File: src/shared/ptp_regs_defines.vh
`ifndef PTP_REGS_DEFINES_VH
`define PTP_REGS_DEFINES_VH

// register byte addresses
`define ADDR_DOMAIN_VERSION  12'h518
`define ADDR_UNIT_INDEX      12'h520
`define ADDR_TRIG_STATUS     12'h524
`define ADDR_IRQ_STATUS      12'h540
`define ADDR_IRQ_MASK        12'h544
`define ADDR_PTP_CONFIG      12'h548
`define ADDR_WINDOW_LO       12'h52C
`define ADDR_WINDOW_HI       12'h5B3

// domain and version register fields
`define VERSION_MSB          11
`define VERSION_LSB          8
`define VERSION_RESET        4'h2
`define DOMAIN_MSB           7
`define DOMAIN_LSB           0
`define DOMAIN_RESET         8'h00

// unit index register fields
`define PIN_SEL_BIT          16
`define STAMP_SEL_BIT        8
`define RSV_HI_MSB           19
`define RSV_HI_LSB           17
`define RSV_MID_MSB          11
`define RSV_MID_LSB          9
`define TRIG_SEL_MSB         1
`define TRIG_SEL_LSB         0
`define TRIG_SEL_RESERVED    2'h3

// trigger status register fields
`define TRIG_ERR_MSB         18
`define TRIG_ERR_LSB         16
`define TRIG_DONE_MSB        2
`define TRIG_DONE_LSB        0

// config register: domain check enable
`define DOMAIN_CHECK_BIT     4

// interrupt status/mask layout
`define IRQ_DONE_MSB         2
`define IRQ_DONE_LSB         0
`define IRQ_ERR_MSB          5
`define IRQ_ERR_LSB          3
`define IRQ_DROP_BIT         6
`define IRQ_WIDTH            7

`endif

File: src/rtl/ptp_global_index_trigger_status.v
`timescale 1ns/1ps
`include "ptp_regs_defines.vh"
module ptp_global_index_trigger_status (
  input  wire        CLK,
  input  wire        RST,
  input  wire        PSEL,
  input  wire        PENABLE,
  input  wire        PWRITE,
  input  wire [11:0] PADDR,
  input  wire [31:0] PWDATA,
  output wire        PREADY,
  output reg  [31:0] PRDATA,
  output wire        PSLVERR,
  input  wire        MSG_VALID,
  input  wire [3:0]  MSG_VERSION,
  input  wire [7:0]  MSG_DOMAIN,
  output wire        MSG_CAPTURE,
  output wire        MSG_FORWARD,
  output wire        MSG_DROP,
  input  wire [2:0]  TRIG_LATE,
  input  wire [2:0]  TRIG_DONE_EV,
  input  wire [2:0]  trig_irq_request_enable,
  input  wire [2:0]  TRIG_EN_CLEAR,
  output wire        WIN_ACCESS,
  output wire        pin_select_bit,
  output wire        stamp_unit_select_bit,
  output wire [1:0]  trig_unit_select_field,
  output wire [2:0]  TRIG_UNIT_ONEHOT,
  output wire [1:0]  STAMP_UNIT_ONEHOT,
  output wire [1:0]  PIN_ONEHOT,
  output wire        IRQ
);
  reg  [3:0]  version_q;
  reg  [7:0]  programmed_time_domain_q;
  reg         pin_sel_q;
  reg         stamp_sel_q;
  reg  [1:0]  trig_sel_q;
  reg  [2:0]  rsv_hi_q;
  reg  [2:0]  rsv_mid_q;
  reg         domain_check_q;
  reg  [`IRQ_WIDTH-1:0] irq_mask_q;
  wire [2:0]  err_flag;
  wire [2:0]  done_flag;
  wire [2:0]  err_irq_flag;
  wire [2:0]  done_irq_flag;
  wire        drop_irq_flag;
  wire [`IRQ_WIDTH-1:0] irq_status;
  wire        wr_en;
  wire        rd_en;
  wire        hit;
  wire [2:0]  err_set;
  wire [2:0]  done_set;
  wire [2:0]  done_clr;
  wire [2:0]  err_irq_clr;
  wire [2:0]  done_irq_clr;
  wire        drop_irq_clr;
  reg  [31:0] rdata_d;
  wire        drop_pulse;

  assign PREADY  = 1'b1;
  assign PSLVERR = 1'b0;
  assign wr_en   = PSEL && PENABLE && PWRITE;
  assign rd_en   = PSEL && PENABLE && !PWRITE;

  assign hit = (PADDR == `ADDR_DOMAIN_VERSION) || (PADDR == `ADDR_UNIT_INDEX) ||
               (PADDR == `ADDR_TRIG_STATUS) || (PADDR == `ADDR_IRQ_STATUS) ||
               (PADDR == `ADDR_IRQ_MASK) || (PADDR == `ADDR_PTP_CONFIG);

  // writable control registers
  always @(posedge CLK) begin
    if (RST) begin
      version_q                <= `VERSION_RESET;
      programmed_time_domain_q <= `DOMAIN_RESET;
      pin_sel_q                <= 1'b0;
      stamp_sel_q              <= 1'b0;
      trig_sel_q               <= 2'h0;
      rsv_hi_q                 <= 3'h0;
      rsv_mid_q                <= 3'h0;
      domain_check_q           <= 1'b0;
      irq_mask_q               <= {`IRQ_WIDTH{1'b0}};
    end else if (wr_en) begin
      case (PADDR)
        `ADDR_DOMAIN_VERSION: begin
          version_q                <= PWDATA[`VERSION_MSB:`VERSION_LSB];
          programmed_time_domain_q <= PWDATA[`DOMAIN_MSB:`DOMAIN_LSB];
        end
        `ADDR_UNIT_INDEX: begin
          pin_sel_q   <= PWDATA[`PIN_SEL_BIT];
          stamp_sel_q <= PWDATA[`STAMP_SEL_BIT];
          trig_sel_q  <= PWDATA[`TRIG_SEL_MSB:`TRIG_SEL_LSB];
          rsv_hi_q    <= PWDATA[`RSV_HI_MSB:`RSV_HI_LSB];
          rsv_mid_q   <= PWDATA[`RSV_MID_MSB:`RSV_MID_LSB];
        end
        `ADDR_PTP_CONFIG: begin
          domain_check_q <= PWDATA[`DOMAIN_CHECK_BIT];
        end
        `ADDR_IRQ_MASK: begin
          irq_mask_q <= PWDATA[`IRQ_WIDTH-1:0];
        end
        default: begin
          irq_mask_q <= irq_mask_q;
        end
      endcase
    end
  end

  // unit selection toward the indexed window
  assign WIN_ACCESS = PSEL && (PADDR >= `ADDR_WINDOW_LO) &&
                      (PADDR <= `ADDR_WINDOW_HI);
  assign pin_select_bit         = pin_sel_q;
  assign stamp_unit_select_bit  = stamp_sel_q;
  assign trig_unit_select_field = trig_sel_q;
  assign PIN_ONEHOT        = {pin_sel_q, !pin_sel_q};
  assign STAMP_UNIT_ONEHOT = {stamp_sel_q, !stamp_sel_q};
  // code 11 selects no unit
  assign TRIG_UNIT_ONEHOT  = (trig_sel_q == `TRIG_SEL_RESERVED) ? 3'h0 :
                             (3'h1 << trig_sel_q);

  // trigger flags
  assign err_set  = TRIG_LATE & trig_irq_request_enable;
  assign done_set = TRIG_DONE_EV & trig_irq_request_enable;
  assign done_clr = (wr_en && PADDR == `ADDR_TRIG_STATUS) ?
                    PWDATA[`TRIG_DONE_MSB:`TRIG_DONE_LSB] : 3'h0;
  assign err_irq_clr  = (wr_en && PADDR == `ADDR_IRQ_STATUS) ?
                        PWDATA[`IRQ_ERR_MSB:`IRQ_ERR_LSB] : 3'h0;
  assign done_irq_clr = (wr_en && PADDR == `ADDR_IRQ_STATUS) ?
                        PWDATA[`IRQ_DONE_MSB:`IRQ_DONE_LSB] : 3'h0;
  assign drop_irq_clr = wr_en && (PADDR == `ADDR_IRQ_STATUS) && PWDATA[`IRQ_DROP_BIT];

  genvar i;
  generate
    for (i = 0; i < 3; i = i + 1) begin : g_trig
      trig_flag_cell u_err (
        .CLK    (CLK),
        .RST    (RST),
        .set_ev (err_set[i]),
        .clr_ev (TRIG_EN_CLEAR[i]),
        .flag_q (err_flag[i])
      );
      trig_flag_cell u_done (
        .CLK    (CLK),
        .RST    (RST),
        .set_ev (done_set[i]),
        .clr_ev (done_clr[i]),
        .flag_q (done_flag[i])
      );
      trig_flag_cell u_err_irq (
        .CLK    (CLK),
        .RST    (RST),
        .set_ev (err_set[i]),
        .clr_ev (err_irq_clr[i]),
        .flag_q (err_irq_flag[i])
      );
      trig_flag_cell u_done_irq (
        .CLK    (CLK),
        .RST    (RST),
        .set_ev (done_set[i]),
        .clr_ev (done_irq_clr[i]),
        .flag_q (done_irq_flag[i])
      );
    end
  endgenerate

  trig_flag_cell u_drop_irq (
    .CLK    (CLK),
    .RST    (RST),
    .set_ev (drop_pulse),
    .clr_ev (drop_irq_clr),
    .flag_q (drop_irq_flag)
  );

  ptp_msg_filter u_filter (
    .CLK          (CLK),
    .RST          (RST),
    .msg_valid    (MSG_VALID),
    .msg_version  (MSG_VERSION),
    .msg_domain   (MSG_DOMAIN),
    .prog_version (version_q),
    .prog_domain  (programmed_time_domain_q),
    .domain_check (domain_check_q),
    .capture_q    (MSG_CAPTURE),
    .forward_q    (MSG_FORWARD),
    .drop_q       (drop_pulse)
  );
  assign MSG_DROP = drop_pulse;

  assign irq_status = {drop_irq_flag, err_irq_flag, done_irq_flag};
  assign IRQ = |(irq_status & irq_mask_q);

  // read mux, reserved read-only bits zero
  always @* begin
    rdata_d = 32'h00000000;
    case (PADDR)
      `ADDR_DOMAIN_VERSION: begin
        rdata_d[`VERSION_MSB:`VERSION_LSB] = version_q;
        rdata_d[`DOMAIN_MSB:`DOMAIN_LSB]   = programmed_time_domain_q;
      end
      `ADDR_UNIT_INDEX: begin
        rdata_d[`RSV_HI_MSB:`RSV_HI_LSB]     = rsv_hi_q;
        rdata_d[`PIN_SEL_BIT]                = pin_sel_q;
        rdata_d[`RSV_MID_MSB:`RSV_MID_LSB]   = rsv_mid_q;
        rdata_d[`STAMP_SEL_BIT]              = stamp_sel_q;
        rdata_d[`TRIG_SEL_MSB:`TRIG_SEL_LSB] = trig_sel_q;
      end
      `ADDR_TRIG_STATUS: begin
        rdata_d[`TRIG_ERR_MSB:`TRIG_ERR_LSB]   = err_flag;
        rdata_d[`TRIG_DONE_MSB:`TRIG_DONE_LSB] = done_flag;
      end
      `ADDR_IRQ_STATUS: begin
        rdata_d[`IRQ_WIDTH-1:0] = irq_status;
      end
      `ADDR_IRQ_MASK: begin
        rdata_d[`IRQ_WIDTH-1:0] = irq_mask_q;
      end
      `ADDR_PTP_CONFIG: begin
        rdata_d[`DOMAIN_CHECK_BIT] = domain_check_q;
      end
      default: begin
        rdata_d = 32'h00000000;
      end
    endcase
  end

  // read data captured in setup phase, stable in access phase
  always @(posedge CLK) begin
    if (RST) begin
      PRDATA <= 32'h00000000;
    end else if (PSEL && !PENABLE && !PWRITE) begin
      PRDATA <= hit ? rdata_d : 32'h00000000;
    end else if (rd_en) begin
      PRDATA <= PRDATA;
    end
  end
endmodule

File: src/rtl/ptp_msg_filter.v
`timescale 1ns/1ps
`include "ptp_regs_defines.vh"
module ptp_msg_filter (
  input  wire       CLK,
  input  wire       RST,
  input  wire       msg_valid,
  input  wire [3:0] msg_version,
  input  wire [7:0] msg_domain,
  input  wire [3:0] prog_version,
  input  wire [7:0] prog_domain,
  input  wire       domain_check,
  output reg        capture_q,
  output reg        forward_q,
  output reg        drop_q
);
  wire ver_ok;
  wire dom_ok;
  wire accept;

  assign ver_ok = (msg_version == prog_version);
  assign dom_ok = !domain_check || (msg_domain == prog_domain);
  assign accept = ver_ok && dom_ok;

  always @(posedge CLK) begin
    if (RST) begin
      capture_q <= 1'b0;
      forward_q <= 1'b0;
      drop_q    <= 1'b0;
    end else begin
      capture_q <= msg_valid && accept;
      forward_q <= msg_valid && accept;
      drop_q    <= msg_valid && !accept;
    end
  end
endmodule

File: src/rtl/trig_flag_cell.v
`timescale 1ns/1ps
module trig_flag_cell (
  input  wire CLK,
  input  wire RST,
  input  wire set_ev,
  input  wire clr_ev,
  output reg  flag_q
);
  // set wins over a simultaneous clear
  always @(posedge CLK) begin
    if (RST) begin
      flag_q <= 1'b0;
    end else if (set_ev) begin
      flag_q <= 1'b1;
    end else if (clr_ev) begin
      flag_q <= 1'b0;
    end
  end
endmodule

File: config.mk
export PLATFORM = sky130hd
export DESIGN_NAME = ptp_global_index_trigger_status
export DESIGN_NICKNAME = d
export VERILOG_FILES = /design/src/rtl/ptp_global_index_trigger_status.v /design/src/rtl/ptp_msg_filter.v /design/src/rtl/trig_flag_cell.v
export VERILOG_INCLUDE_DIRS = /design/src /design/src/shared
export SDC_FILE = /design/constraint.sdc
export NUM_CORES = 1
export LEC_CHECK = 0
export ABC_CLOCK_PERIOD_IN_PS = 1700
export BUFFER_PORTS_ARGS = -buffer_cell sky130_fd_sc_hd__buf_2
export CAP_MARGIN = 40
export CORE_MARGIN = 4
export CORE_UTILIZATION = 44
export CTS_CLUSTER_SIZE = 10
export DETAILED_ROUTE_END_ITERATION = 10
export HOLD_SLACK_MARGIN = 0.15
export MAX_ROUTING_LAYER = met4
export PLACE_DENSITY = 0.76
export SLEW_MARGIN = 10
export SYNTH_ARGS = -nofsm -noshare
export SYNTH_HDL_FRONTEND = slang
export SYNTH_SLANG_ARGS = --single-unit
File: constraint.sdc
create_clock -name CLK -period 1.7 [get_ports CLK]
set_clock_uncertainty 0.05 [all_clocks]
set_input_delay 0.17 -clock CLK [delete_from_list [all_inputs] [get_ports CLK]]
set_output_delay 0.17 -clock CLK [all_outputs]
set_load 0.03 [all_outputs]
==> results.json <==
{
  "outcome": "finished, final reports clean",
  "grt_pass1_wl_mm": 15.7,
  "cts_max_level": 3,
  "place_hpwl_mm": 7.00,
  "worstSkewPairLatency_ps": 340,
  "yosys_warnings": 0,
  "syn_inst": 368,
  "cp_top_family": "compound AO/OA/AOI/OAI gates",
  "grt_pass1_vias": 3315,
  "drcViolationCount": 0,
  "start_util_pct": 46.0,
  "synthMuxAreaShare_pct": 6.41,
  "ys_types": 54,
  "dp.cells": 561,
  "cts.reportedPaths.clkPinSlew_ps": 60,
  "synth_adder_area_share_pct": 0,
  "ant_nets": 0,
  "hp-class": "primary input to flip-flop",
  "numCtsBuffers": 9,
  "critPathBufInv": 1,
  "cts-root-buf": "clkbuf_8",
  "synth-xor-area-share_pct": 3.31,
  "finalHoldViolCount": 0,
  "cts_tree": "yes",
  "min_period_ps": 1650,
  "area_growth_pct": 37.0,
  "path_cells": "a222oi_1 -> nand3_1 -> buf_4",
  "synth_ff_type": "dfxtp_1",
  "rsz0062_at_grt": "no",
  "powerDensity_mw_per_mm2": 717,
  "drtIter0Drc": 260,
  "maxCapViolations": 0,
  "antenna_cells": 0,
  "clock_sinks": 61,
  "power.static_leakage_nw": 1.83,
  "fillers": 612,
  "synth_top_family_by_area": "simple AND/OR/NAND/NOR gates",
  "ys_ff_latch": 61,
  "setup_violations": 0,
  "avgSynthCellArea_um2": 8.64,
  "clockBufferDepth": 2,
  "max_stage_delay_ps": 420,
  "end_kind": "output port",
  "report.final.slew_viol_count": 0,
  "grt_antenna_before_repair": 0,
  "port_buffers": 89,
  "path_class": "flip-flop to output port",
  "arrival_ps": 1430,
  "die_h_um": 93.0,
  "drt-wirelength-per-cell_um": 15.8,
  "first_pass_iters": 5,
  "synth_edf_count": 0,
  "ir_drop_uv": 371,
  "io-pin-count": 124,
  "chipWidth_um": 93.0,
  "viasPerCell": 5.44,
  "cp.required_ps": 1480,
  "vias": 3324,
  "pre_cts_ws_ps": -163,
  "dieArea_mm2": 0.00865,
  "core_area_mm2": 0.00691,
  "layout_setup_ws_ps": 52.7,
  "synthesis.area_mm2": 0.00318,
  "fin_cells": 611,
  "gp_congestion": 0.892,
  "grt_max_degree": 33,
  "grt_remaining_overflow": 0,
  "critPathMaxFanout": 3,
  "final_layout_size_suffix_gt1_share_pct": 30.1,
  "grt_util_all_layers_pct": 23.4,
  "critPathSlowestCell": "a222oi_1",
  "wl_mm": 9.65,
  "std_cell_rows": 30,
  "cp-start-kind": "flip-flop",
  "fin_nets": 585,
  "synth_compound_area_share_pct": 19.1,
  "max_freq_ghz": 0.607,
  "seq_area_frac_synth_pct": 38.4,
  "synth_simple_gate_area_share_pct": 23.2,
  "async_flop_share_pct": 0,
  "fin_crit_sh_pct": 96.9
}
[final cells by class]
class / count / area (µm²) / area share [%]
timing repair buffer: 161 / 1090 / 25.0
clock inverter: 1 / 5.00 / 0.115
tap: 96 / 120 / 2.76
sequential: 61 / 1220 / 28.0
inverter: 7 / 26.3 / 0.603
clock buffer: 14 / 173 / 3.97
multi-input combinational: 271 / 1720 / 39.5
[Yosys cell counts (all sizes together), types with 3 or more instances]
master	number	area, µm²
and2	3	18.8
mux2	3	33.8
dfxtp	61	1220
nor4b	3	26.3
nand2	13	48.8
and4	3	26.3
buf	30	214
o21ai	28	144
xnor2	8	70.1
or4	3	30.0
and3	4	25.0
clkbuf	15	57.6
a311oi	7	61.3
a211oi	7	52.6
nor3	4	36.3
nand3	32	160
nor2b	3	18.8
nand4	6	37.5
nand2b	20	125
mux2i	17	170
inv	7	26.3
xor2	4	35.0
a21oi	41	205
nor2	16	60.1
a221o	5	50.1
[tightest hold or removal path: stages]
cell and delay, ps:
buf_2 130, nor2_1 90, nand3_1 100, o31ai_1 70
[state kept, by name (all words and copies together) (netlist names)]
register	flops
pin_select_bit	1
u_drop_irq.flag_q	1
u_filter.drop_q	1
programmed_time_domain_q	8
rsv_mid_q	3
rsv_hi_q	3
domain_check_q	1
PRDATA	16
g_trig.u_err_irq.flag_q	3
version_q	4
u_filter.capture_q	1
g_trig.u_done_irq.flag_q	3
g_trig.u_err.flag_q	3
g_trig.u_done.flag_q	3
stamp_unit_select_bit	1
irq_mask_q	7
trig_unit_select_field	2
[timing repair]
action                     4_1_cts  5_1_grt
hold buffers                    35        0
setup endpoints to repair        0        1
setup buffers                    0        0
gates resized for setup          0        2
hold endpoints to repair        45        0
[stage by stage]
stage / hold WS [ps] / setup TNS [ps] / utilization [%] / cell area [µm²] / total power [mW]
5_1_grt: 261 / 0 / 63.0 / 4350 / 3.22
4_1_cts: 207 / 0 / 63.0 / 4350 / 3.12
3_5_place_dp: 365 / -2240 / 55.4 / 3820 / 1.90
2_1_floorplan: 230 / -207 / - / 3250 / 1.76
3_3_place_gp: 361 / -1480 / 55.4 / 3820 / 1.89
6_report: 221 / 0 / 63.0 / 4350 / 3.12
[cells by family after synthesis]
| kind of cell | after synthesis |
|---|---|
| and+or+nand+nor | 121 |
| AOI/OAI and AO/OA | 100 |
| DFF | 61 |
| buffers and inverters | 52 |
| muxes | 20 |
| xor gates and xnor gates | 12 |
| other | 2 |
[power breakdown]
group          internal, mW  total (mW)  leakage (nW)  switching (mW)
sequential             1.46        1.48         0.495          0.0201
clock                 0.640        1.18        0.0926           0.539
combinational         0.207       0.464          1.24           0.257
[final timing paths]
check,slack (ps),depth (start not counted),to,start
setup reg to reg,380,3,g_trig[2].u_err_irq.flag_q$_SDFFE_PP0P_,g_trig[2].u_err_irq.flag_q$_SDFFE_PP0P_
hold / removal,220,4,PRDATA[2]$_SDFFE_PP0P_,RST
hold reg to reg,400,2,PRDATA[16]$_SDFFE_PP0P_,PRDATA[16]$_SDFFE_PP0P_
setup / recovery,50,3,IRQ,u_drop_irq.flag_q$_SDFFE_PP0P_
[routing by layer]
metal	track usage [%]	share of wire [%]
met1	27.4	40
met4	8.67	2.6
met3	6.03	8.6
met5	-	0
met2	38.9	49
[cell usage in the layout, fill, tap and decap left out, types with 3 or more instances in the layout]
cell type and n:
conb_1 18, xor2_1 4, mux2i_1 17, and3_1 4, nor2_1 16, buf_4 37
inv_1 7, xnor2_1 8, nor4b_1 3, a311oi_1 7, nand2_1 13, nand4_1 6
clkbuf_8 12, buf_2 88, a21oi_1 41, o21ai_0 17, and2_1 3, dfxtp_1 61
and4_1 3, mux2_2 3, dlygate4sd3_1 35, a221o_1 5, nor2b_1 3, nand3_1 32
o21ai_1 10, nand2b_1 20, a211oi_1 7
No activity file was read; power rests on OpenSTA's default activity.
